`config.mk`:
```
export PLATFORM = sky130hd
export DESIGN_NAME = aofd_top
export DESIGN_NICKNAME = d
export VERILOG_FILES = /design/src/hw/aofd_pkg.sv /design/src/hw/aofd_det_if.sv /design/src/hw/aofd_cmp.sv /design/src/hw/aofd_dwell.sv /design/src/hw/aofd_top.sv
export VERILOG_INCLUDE_DIRS = /design/src /design/src/hw
export SDC_FILE = /design/constraint.sdc
export NUM_CORES = 1
export LEC_CHECK = 0
export ABC_AREA = 1
export BUFFER_PORTS_ARGS = -buffer_cell sky130_fd_sc_hd__buf_2
export CAP_MARGIN = 15
export CELL_PAD_IN_SITES_DETAIL_PLACEMENT = 0
export CELL_PAD_IN_SITES_GLOBAL_PLACEMENT = 1
export CORE_ASPECT_RATIO = 1.25
export CORE_UTILIZATION = 44
export CTS_BUF_LIST = sky130_fd_sc_hd__clkbuf_4
export DETAILED_ROUTE_END_ITERATION = 12
export PLACE_DENSITY = 0.85
export SYNTH_ARGS = -nofsm -noshare
export SYNTH_HDL_FRONTEND = slang
export SYNTH_SLANG_ARGS = --single-unit
```
`constraint.sdc`:
```
create_clock -name clk_sys_i -period 2.9 [get_ports clk_sys_i]
set_input_delay 0.435 -clock clk_sys_i [delete_from_list [all_inputs] [get_ports clk_sys_i]]
set_output_delay 0.435 -clock clk_sys_i [all_outputs]
set_load 0.03 [all_outputs]
```
`src/hw/aofd_defs.svh`:
```
// Constants of the overrange fast detector: map, fields, resets.
// Assumes inclusion by bare name from every file that needs them.
`ifndef AOFD_DEFS_SVH
`define AOFD_DEFS_SVH
`define AOFD_ADDR_W 12
`define AOFD_DATA_W 8
`define AOFD_THR_W 13
`define AOFD_HI_W 5
`define AOFD_DWELL_W 16
`define AOFD_EVT_W 2
`define AOFD_A_CTRL 12'h245
`define AOFD_A_UP_LO 12'h247
`define AOFD_A_UP_HI 12'h248
`define AOFD_A_LO_LO 12'h249
`define AOFD_A_LO_HI 12'h24a
`define AOFD_A_DW_LO 12'h24b
`define AOFD_A_DW_HI 12'h24c
`define AOFD_A_STS 12'h24d
`define AOFD_A_MSK 12'h24e
`define AOFD_A_LIVE 12'h24f
`define AOFD_B_EN 0
`define AOFD_B_FVAL 2
`define AOFD_B_FORCE 3
`define AOFD_CTRL_WMASK 8'h0d
`define AOFD_HI_WMASK 8'h1f
`define AOFD_EVT_WMASK 8'h03
`define AOFD_RST_BYTE 8'h00
`define AOFD_RST_EVT 2'h0
`define AOFD_S_RISE 0
`define AOFD_S_FALL 1
`endif

```
`src/hw/aofd_pkg.sv`:
```
// Types and shared helpers of the overrange fast detector.
// Assumes the constants header sits on the include path.
`include "aofd_defs.svh"
package aofd_pkg;
	typedef enum logic [0:0] {AOFD_IDLE = 1'b0, AOFD_HELD = 1'b1} aofd_det_t;
	typedef struct packed {
		aofd_det_t                det;
		logic [`AOFD_DWELL_W-1:0] cnt;
		logic                     rise;
		logic                     fall;
	} aofd_dwell_st_t;
	typedef struct packed {
		logic [`AOFD_DATA_W-1:0] ctrl, up_lo, up_hi, lo_lo, lo_hi, dw_lo, dw_hi;
		logic [`AOFD_EVT_W-1:0]  sts, msk;
		logic [`AOFD_DATA_W-1:0] rdata;
		logic                    pin;
		logic                    irq;
	} aofd_top_st_t;
	// Joins a low byte and the five upper bits into one threshold.
	function automatic logic [`AOFD_THR_W-1:0] aofd_join_thr(input logic [7:0] lo, input logic [7:0] hi);
		aofd_join_thr = {hi[`AOFD_HI_W-1:0], lo};
	endfunction
endpackage

```
`src/hw/aofd_det_if.sv`:
```
// Bundle between the register file, the comparator and the dwell logic.
// Assumes all parties run on the one sample clock.
`timescale 1ns/1ns
`include "aofd_defs.svh"
interface aofd_det_if;
	logic [`AOFD_THR_W-1:0]   mag, upper, lower;
	logic                     above, below;
	logic [`AOFD_DWELL_W-1:0] target;
	logic                     enable;
	logic                     flag, rise, fall;
	modport cmp   (input mag, upper, lower, output above, below);
	modport dwell (input above, below, target, enable, output flag, rise, fall);
	modport ctl   (output mag, upper, lower, target, enable, input above, below, flag, rise, fall);
endinterface

```
`src/hw/aofd_cmp.sv`:
```
// Magnitude comparator against the upper and lower thresholds.
// Assumes magnitude and thresholds are stable for the whole cycle.
`timescale 1ns/1ns
module aofd_cmp
	import aofd_pkg::*;
(
	aofd_det_if.cmp bus // Comparator side of the bundle.
);
	// Strict compares: equal to a threshold is neither over nor under.
	assign bus.above = (bus.mag > bus.upper);
	assign bus.below = (bus.mag < bus.lower);
endmodule

```
`src/hw/aofd_dwell.sv`:
```
// Detector flag with dwell hold-off before it clears.
// Assumes one magnitude sample per clock and synchronous active-low reset.
`timescale 1ns/1ns
`include "aofd_defs.svh"
module aofd_dwell
	import aofd_pkg::*;
(
	input  wire logic  clk_sys_i, // Sample clock.
	input  wire logic  resetn_i,  // Synchronous reset, active low.
	aofd_det_if.dwell  bus        // Dwell side of the bundle.
);
	aofd_dwell_st_t s_ff;
	aofd_dwell_st_t nxt_s;
	logic [`AOFD_DWELL_W:0] cnt_inc;

	// Next state; the count is one bit wider so the last step cannot wrap.
	always_comb begin
		nxt_s = s_ff;
		nxt_s.rise = 1'b0;
		nxt_s.fall = 1'b0;
		cnt_inc = {1'b0, s_ff.cnt} + {{`AOFD_DWELL_W{1'b0}}, 1'b1};
		if (!bus.enable) begin
			nxt_s.det = AOFD_IDLE;
			nxt_s.cnt = '0;
		end else begin
			case (s_ff.det)
				AOFD_IDLE: begin
					if (bus.above) begin
						nxt_s.det = AOFD_HELD;
						nxt_s.cnt = '0;
						nxt_s.rise = 1'b1;
					end
				end
				AOFD_HELD: begin
					if (!bus.below) begin
						nxt_s.cnt = '0;
					end else if (cnt_inc >= {1'b0, bus.target}) begin
						nxt_s.det = AOFD_IDLE;
						nxt_s.cnt = '0;
						nxt_s.fall = 1'b1;
					end else begin
						nxt_s.cnt = cnt_inc[`AOFD_DWELL_W-1:0];
					end
				end
				default: begin
					nxt_s.det = AOFD_IDLE;
					nxt_s.cnt = '0;
				end
			endcase
		end
	end

	// State register.
	always_ff @(posedge clk_sys_i) begin
		if (!resetn_i) begin
			s_ff <= '{det: AOFD_IDLE, cnt: '0, rise: 1'b0, fall: 1'b0};
		end else begin
			s_ff <= nxt_s;
		end
	end

	assign bus.flag = (s_ff.det == AOFD_HELD);
	assign bus.rise = s_ff.rise;
	assign bus.fall = s_ff.fall;
endmodule

```
`src/hw/aofd_top.sv`:
```
// Overrange fast detector for one converter channel.
// Holds the byte-wide control, threshold and dwell registers,
// the comparator and dwell logic, the flag pin and an interrupt.
// Assumes one magnitude sample per clock on clk_sys_i, inputs
// synchronous to that clock, and a master that never issues a
// read and a write strobe in the same cycle.
`timescale 1ns/1ns
`include "aofd_defs.svh"

//
// Contract
// - Control bit 3 low drives pin from detector; high forces it.
// - While forced, pin follows control bit 2.
// - Compare magnitude with 13-bit upper threshold split over two addresses.
// - Hold 13-bit lower threshold split over two addresses, also compared.
// - 16-bit dwell counter compared with a target in two byte registers.
// - While enabled, flag clears only after magnitude stays below lower for target samples.
module aofd_top
	import aofd_pkg::*;
(
	input  wire logic                    clk_sys_i,            // Sample clock, 25 MHz.
	input  wire logic                    resetn_i,             // Synchronous reset, active low.
	input  wire logic [`AOFD_THR_W-1:0]  mag_i,                // Fine converter magnitude.
	input  wire logic [`AOFD_ADDR_W-1:0] addr_i,               // Register address.
	input  wire logic [`AOFD_DATA_W-1:0] wdata_i,              // Register write data.
	input  wire logic                    wr_i,                 // Write strobe, one cycle.
	input  wire logic                    rd_i,                 // Read strobe, one cycle.
	output logic      [`AOFD_DATA_W-1:0] rdata_o,              // Read data, cycle after rd_i.
	output logic                         overrange_flag_pin_o, // Flag pin to gain control.
	output logic                         irq_o                 // Level interrupt, active high.
);

	// Register state and its next value.
	aofd_top_st_t s_ff;
	aofd_top_st_t nxt_s;

	// Decoded strobes and event vector.
	logic                   wr_ctrl;
	logic                   wr_msk;
	logic                   rd_sts;
	logic [`AOFD_EVT_W-1:0] evt;

	// Bundle shared with the comparator and the dwell logic.
	aofd_det_if det_bus ();

	// Masks a written byte down to its implemented bits.
	function automatic logic [7:0] keep_bits(input logic [7:0] d, input logic [7:0] m);
		keep_bits = d & m;
	endfunction

	// Read multiplexer; unmapped addresses read as zero.
	function automatic logic [7:0] read_mux(
		input logic [`AOFD_ADDR_W-1:0] a,
		input aofd_top_st_t            s,
		input logic                    flag
	);
		read_mux = `AOFD_RST_BYTE;
		case (a)
			`AOFD_A_CTRL: begin
				read_mux = s.ctrl;
			end
			`AOFD_A_UP_LO: begin
				read_mux = s.up_lo;
			end
			`AOFD_A_UP_HI: begin
				read_mux = s.up_hi;
			end
			`AOFD_A_LO_LO: begin
				read_mux = s.lo_lo;
			end
			`AOFD_A_LO_HI: begin
				read_mux = s.lo_hi;
			end
			`AOFD_A_DW_LO: begin
				read_mux = s.dw_lo;
			end
			`AOFD_A_DW_HI: begin
				read_mux = s.dw_hi;
			end
			`AOFD_A_STS: begin
				read_mux = {{(`AOFD_DATA_W-`AOFD_EVT_W){1'b0}}, s.sts};
			end
			`AOFD_A_MSK: begin
				read_mux = {{(`AOFD_DATA_W-`AOFD_EVT_W){1'b0}}, s.msk};
			end
			`AOFD_A_LIVE: begin
				read_mux = {6'h00, s.pin, flag};
			end
			default: begin
				read_mux = `AOFD_RST_BYTE;
			end
		endcase
	endfunction

	// Feed the bundle from the threshold and dwell registers.
	// The split halves are joined here so a half-written threshold
	// is visible until the other half is written; software should write the low byte
	// first while the detector is disabled if that matters.
	assign det_bus.mag    = mag_i;
	assign det_bus.upper  = aofd_join_thr(s_ff.up_lo, s_ff.up_hi);
	assign det_bus.lower  = aofd_join_thr(s_ff.lo_lo, s_ff.lo_hi);
	assign det_bus.target = {s_ff.dw_hi, s_ff.dw_lo};
	assign det_bus.enable = s_ff.ctrl[`AOFD_B_EN];

	// Comparator of magnitude against both thresholds.
	aofd_cmp u_cmp (
		.bus (det_bus.cmp)
	);

	// Flag state machine with dwell hold-off.
	aofd_dwell u_dwell (
		.clk_sys_i (clk_sys_i),
		.resetn_i  (resetn_i),
		.bus       (det_bus.dwell)
	);

	// Strobe decode for the registers with side effects.
	assign wr_ctrl = wr_i && (addr_i == `AOFD_A_CTRL);
	assign wr_msk  = wr_i && (addr_i == `AOFD_A_MSK);
	assign rd_sts  = rd_i && (addr_i == `AOFD_A_STS);

	// Flag edges are the interrupt sources.
	assign evt[`AOFD_S_RISE] = det_bus.rise;
	assign evt[`AOFD_S_FALL] = det_bus.fall;

	// Next state of every register.
	always_comb begin
		nxt_s = s_ff;

		// Plain writes; reserved bits are dropped so they read zero.
		if (wr_ctrl) begin
			nxt_s.ctrl = keep_bits(wdata_i, `AOFD_CTRL_WMASK);
		end
		if (wr_i) begin
			case (addr_i)
				`AOFD_A_UP_LO: begin
					nxt_s.up_lo = wdata_i;
				end
				`AOFD_A_UP_HI: begin
					nxt_s.up_hi = keep_bits(wdata_i, `AOFD_HI_WMASK);
				end
				`AOFD_A_LO_LO: begin
					nxt_s.lo_lo = wdata_i;
				end
				`AOFD_A_LO_HI: begin
					nxt_s.lo_hi = keep_bits(wdata_i, `AOFD_HI_WMASK);
				end
				`AOFD_A_DW_LO: begin
					nxt_s.dw_lo = wdata_i;
				end
				`AOFD_A_DW_HI: begin
					nxt_s.dw_hi = wdata_i;
				end
				default: begin
					nxt_s.dw_hi = s_ff.dw_hi;
				end
			endcase
		end
		if (wr_msk) begin
			nxt_s.msk = wdata_i[`AOFD_EVT_W-1:0];
		end

		// Reading status clears it, but a new event in the same
		// cycle survives, so no edge is ever lost to the read.
		if (rd_sts) begin
			nxt_s.sts = evt;
		end else begin
			nxt_s.sts = s_ff.sts | evt;
		end

		// Read data exists only in the cycle after the strobe.
		if (rd_i) begin
			nxt_s.rdata = read_mux(addr_i, s_ff, det_bus.flag);
		end else begin
			nxt_s.rdata = `AOFD_RST_BYTE;
		end

		// Pin source: forced level or the enabled detector flag.
		// The enable gate covers the one cycle in which the dwell
		// logic has not yet seen a disable.
		if (s_ff.ctrl[`AOFD_B_FORCE]) begin
			nxt_s.pin = s_ff.ctrl[`AOFD_B_FVAL];
		end else begin
			nxt_s.pin = det_bus.flag & s_ff.ctrl[`AOFD_B_EN];
		end

		// Interrupt follows the next status so a cleared source
		// drops the line in the same edge as the clear.
		nxt_s.irq = |(nxt_s.sts & nxt_s.msk);
	end

	// Single register stage for all state.
	always_ff @(posedge clk_sys_i) begin
		if (!resetn_i) begin
			s_ff <= '{ctrl: `AOFD_RST_BYTE, up_lo: `AOFD_RST_BYTE,
				up_hi: `AOFD_RST_BYTE, lo_lo: `AOFD_RST_BYTE,
				lo_hi: `AOFD_RST_BYTE, dw_lo: `AOFD_RST_BYTE,
				dw_hi: `AOFD_RST_BYTE, sts: `AOFD_RST_EVT,
				msk: `AOFD_RST_EVT, rdata: `AOFD_RST_BYTE,
				pin: 1'b0, irq: 1'b0};
		end else begin
			s_ff <= nxt_s;
		end
	end

	// Outputs come straight from the state register.
	assign rdata_o              = s_ff.rdata;
	assign overrange_flag_pin_o = s_ff.pin;
	assign irq_o                = s_ff.irq;

endmodule

```
# Word-level counts from Yosys, hierarchy flattened
# Cells that the tools add are included.
# op_classes
n_addsub,1
muxes,11
bitwise,6
eq_ne,11
order_cmp,3
reduce_logical,14
# op_table
operator,n
"12-bit by 10-bit == test with 1-bit output, second input constant",10
8-bit one-hot mux with 10 select lines,1
17-bit one-hot mux with 2 select lines,1
16-bit two-way mux,2
18-bit two-way mux,1
"16-bit by 1-bit adder with 17-bit output, second input constant",1
17-bit by 16-bit >= comparator with 1-bit output,1
2-bit AND reduction,8
13-bit greater-than comparator,1
13-bit < comparator,1
1-bit two-way mux,4
2-bit two-way mux,2
4-bit AND reduction,1
1-bit logical AND,3
1-bit NOT,3
3-bit OR reduction,1
2-bit AND,1
"2-bit inequality test, second input constant",1
2-bit bitwise OR,1
2-bit OR reduction,1
1-bit AND,1
# word_totals
reg_bits,78
output_inout_bits,10
wordCells,62
in_bits,37

# Depth between registers and ports, before layout
# logic_depth
depth_word,5
ltp_mapped,22

# Hierarchy
# From an unflattened synthesis, not the netlist that was laid out.
# unflattened
cells_unflattened,814
area_unflattened_um2,5387.7
# by_module_without_submodules
module,n_inst,cells_each,seq_area_each_um2,area_each_um2
aofd_top,1,419,1181.1,2897.8
aofd_dwell,1,278,380.4,1796.7
aofd_cmp,1,117,0.0,693.2

# Least setup slack after synthesis
# No wires, ideal clock.
# synth_path
kind,flip-flop to flip-flop
start,register u_dwell.s_ff[2] in the netlist's numbering
end,register u_dwell.s_ff[11] in the netlist's numbering
synth_period_minus_slack_ps,2351
t_required_ps,2788
stages_incl_launch_ff,19
t_arrival_ps,2239
n_path_buf,1
path_slack_ps,549
cell_sequence,dfxtp_1 ha_1 nand2_1 nor2_4 nand3_1 o21ai_0 nand2_1 ha_1 nand2_1 inv_1 nand2_1 nor2_1 and2_1 nand3_1 nand2_4 buf_6 nor2_1 nand2_1 nand2_1
# synth_via
elab_chain_len,5
# synth_rtl
item,line_no,text
start: declaration,aofd_dwell.sv:12,aofd_dwell_st_t s_ff;
start signal: assignment,aofd_dwell.sv:56,"s_ff <= '{det: AOFD_IDLE, cnt: '0, rise: 1'b0, fall: 1'b0};"
start signal: assignment,aofd_dwell.sv:58,s_ff <= nxt_s;
16-bit by 1-bit adder with 17-bit output (*),aofd_dwell.sv:21,"cnt_inc = {1'b0, s_ff.cnt} + {{`AOFD_DWELL_W{1'b0}}, 1'b1};"
17-bit by 16-bit >= comparator with 1-bit output,aofd_dwell.sv:37,"end else if (cnt_inc >= {1'b0, bus.target}) begin"
16-bit two-way mux (*),aofd_dwell.sv:37,
16-bit two-way mux (*),aofd_dwell.sv:35,if (!bus.below) begin
17-bit one-hot mux with 2 select lines (*),aofd_dwell.sv:26,case (s_ff.det)
# Every way passes the cells marked *; elsewhere a longest branch is shown, timed or not.
# A chain may end at the register's enable or synchronous reset.

# Final worst setup path
# layout_path
start,register u_dwell.s_ff[3] in the netlist's numbering
end,register u_dwell.s_ff[9] in the netlist's numbering
# The elaborated chain is that of the path after synthesis.

==> results.toml <==
[synthesis]
ys_ff_latch = 78
async_reset_ff_share_pct = 0
synth_area_leaders = "dfxtp_1 (33%), nand2_1 (12%), ha_1 (11%)"
yosysTopAreaCellShare_pct = 32.5
syn-cell-area_um2 = 4800
avgSynthCellArea_um2 = 6.97
synth_flop_cell = "dfxtp_1"
yosys.cell_count.top_type = "nand2_1"
seq_area_frac_synth_pct = 32.5
synthDistinctLibCells = 37
synthTopCellsByCount = "nand2_1 (152), inv_1 (84), dfxtp_1 (78)"
syn_inst = 688
ys_warn_count = 0
synth.net_count = 767
synth-edff-count = 0
synth_area_leader_cell = "dfxtp_1"

[route]
antenna_left = 0
drc = 0
via_count = 4433
avgRoutedWirePerCell_um = 14.1
first_pass_iters = 5
initialDrtViolationCount = 213
via_per_inst = 5.14
wirelength_um = 12200

[grt]
grt_overflow = 0
grt_use_total_pct = 22.8
grt_max_degree = 51
antenna_found_initial = 1
grt_pass1_vias = 4010
grt_pass1_wl_um = 19700

[timing]
tns_ns = 0
fin_worst_skew_ns = 0.0101
worst_slew_pin_slew_ns = 0.669
min_period_over_period_pct = 89.9
hold_viol = 0
slew_headroom_pct = 55.4
min_period_ns = 2.61
setup_viol = 0
rsz0062_at_grt = "no"
final_max_slew_viol_count = 0
fmaxAchievable_mhz = 384

[critical_path]
cp-start-kind = "register"
crit_required_ns = 3.24
critPathArrivalTime_ns = 2.94
crit_fanout = 15
max_stage_delay_ns = 0.38
path_class = "register to register"
critPathBufInv = 2
slowest_stage = "dfxtp_1"
cpMostUsedCell = "nand2_1"
end_kind = "register"
path_cells = "ha_1, nand2_1, nor2_4, nand3_2, xor2_2, inv_1, ha_1, nand2_1, inv_1, nand2_1, nor2_1, and2_1, nand3_1, nand2_4, nor2_1, nand2_1, nand2_1"
crit_family = "simple AND/OR/NAND/NOR gates"

[clocking]
cts_setup_buffers = 0
root_buffer = "clkbuf_4"
insertion_delay_ns = 0.43
cts_made_buffers = 9
cts.sinks = 78
cts_tree = "built"
cts-resized-gates = 0
cts_max_level = 3
cts.path.max_buffers = 2
hold_buffers = 0
clk_pin_slew_ns = 0.13

[die]
fp-row-count = 42
start_util_pct = 45.2
die_area_um2 = 11300
io_pins = 47
die_h_um = 119
core_area_um2 = 10600
dieWidth_um = 95.4

[place]
gp_congestion = 0.867
port_buffers = 46
dpl.hpwl_um = 9510

[layout]
fillers = 1082
final_util_pct = 49.0
syn2layout_area_growth_pct = 8.40
nNetsFinal = 803
drive_gt1_share_pct = 13.9

[power]
power_mw = 1.87
powerDensity_nw_per_um2 = 360
p_leak_nw = 2.17
peakVddDrop_mv = 0.236

[min_path]
hold_class = "input port to register"

[job]
drv_cap = 0

[outcome]
status = "finished, final reports clean"
## state kept, by name, indices dropped and copies added (netlist names)
register / cells
det_bus.enable: 1
det_bus.lower: 13
det_bus.target: 16
det_bus.upper: 13
irq_o: 1
overrange_flag_pin_o: 1
rdata_o: 8
s_ff: 6
u_dwell.bus.fall: 1
u_dwell.bus.flag: 1
u_dwell.bus.rise: 1
u_dwell.s_ff: 16
## logic make-up after synthesis
family,synth area share (%)
AOI/OAI and AO/OA,15.5
xor gates and xnor gates,2.37
adders and majority gates,11.0
buffers and inverters,10.3
DFF,32.5
and+or+nand+nor,28.3
## worst register-to-register path: stages, from the launching register on
cell	delay (ns)
dfxtp_1	0.38
ha_1	0.19
nand2_1	0.10
nor2_4	0.17
nand3_2	0.14
xor2_2	0.20
inv_1	0.06
ha_1	0.29
nand2_1	0.05
inv_1	0.05
nand2_1	0.07
nor2_1	0.13
and2_1	0.17
nand3_1	0.14
nand2_4	0.21
nor2_1	0.07
nand2_1	0.06
nand2_1	0.05
## power breakdown
| part | leakage (nW) | internal [mW] | switching [mW] |
|---|---|---|---|
| clock | 0.0700 | 0.269 | 0.396 |
| combinational | 1.48 | 0.0507 | 0.0865 |
| sequential | 0.628 | 1.07 | 0.0000558 |
## area by class of cell
cell class | instances | area [um2] | share of cell area (%)
Tap cell | 132 | 165 | 3.18
Antenna cell | 1 | 2.50 | 0.0481
Clock buffer | 10 | 75.1 | 1.44
Sequential cell | 78 | 1560 | 30.0
Inverter | 89 | 334 | 6.42
Multi-Input combinational cell | 498 | 2750 | 52.9
Timing Repair Buffer | 48 | 245 | 4.71
Clock inverter | 6 | 62.6 | 1.20
## stage by stage
step | hold WS, ns | area [um2] | std cells | setup WS, ns
floorplan | 0.436 | 4800 | 688 | 0.549
global route | 0.313 | 5200 | 862 | 0.0500
finish | 0.323 | 5200 | 862 | 0.293
global placement | 0.446 | 5050 | 845 | 0.334
CTS | 0.316 | 5180 | 861 | 0.195
detailed placement | 0.453 | 5050 | 845 | 0.230
## cell usage in the layout, fill, tap and decap left out, drive strengths merged
cell type  synthesis  routed
nand2            162     162
inv               88      88
nor2              82      82
dfxtp             78      78
a21oi             62      62
o21ai             60      60
buf               17      48
ha                42      42
nand3             40      40
clkbuf             6      10
nor3              10      10
o22ai              9       9
xnor2              7       7
nand4              7       7
xor2               6       6
clkinv             1       4
o211ai             3       3
o21a               2       2
clkinvlp           0       2
or2                2       2
diode              0       1
a31oi              1       1
and2               1       1
nand3b             1       1
a211oi             1       1
bufinv             0       1
## routing by layer
| layer | wire length [um] | share of wire, % | track usage [%] |
|---|---|---|---|
| met1 | 5390 | 44 | 28.7 |
| met2 | 6090 | 50 | 38.8 |
| met3 | 430 | 3.5 | 3.67 |
| met4 | 263 | 2.2 | 7.65 |
| met5 | 0 | 0 | 0 |
## path summary, 6_finish.rpt
path | from | to | slack [ns] | depth (start not counted)
setup / recovery | u_dwell.s_ff[3] | u_dwell.s_ff[9] | 0.29 | 17
hold / removal | wdata_i[5] | det_bus.target[5] | 0.32 | 3
setup reg to reg | u_dwell.s_ff[3] | u_dwell.s_ff[9] | 0.29 | 17
hold reg to reg | u_dwell.bus.fall | s_ff[13] | 0.47 | 2
Power figures use the tool's default switching activity.
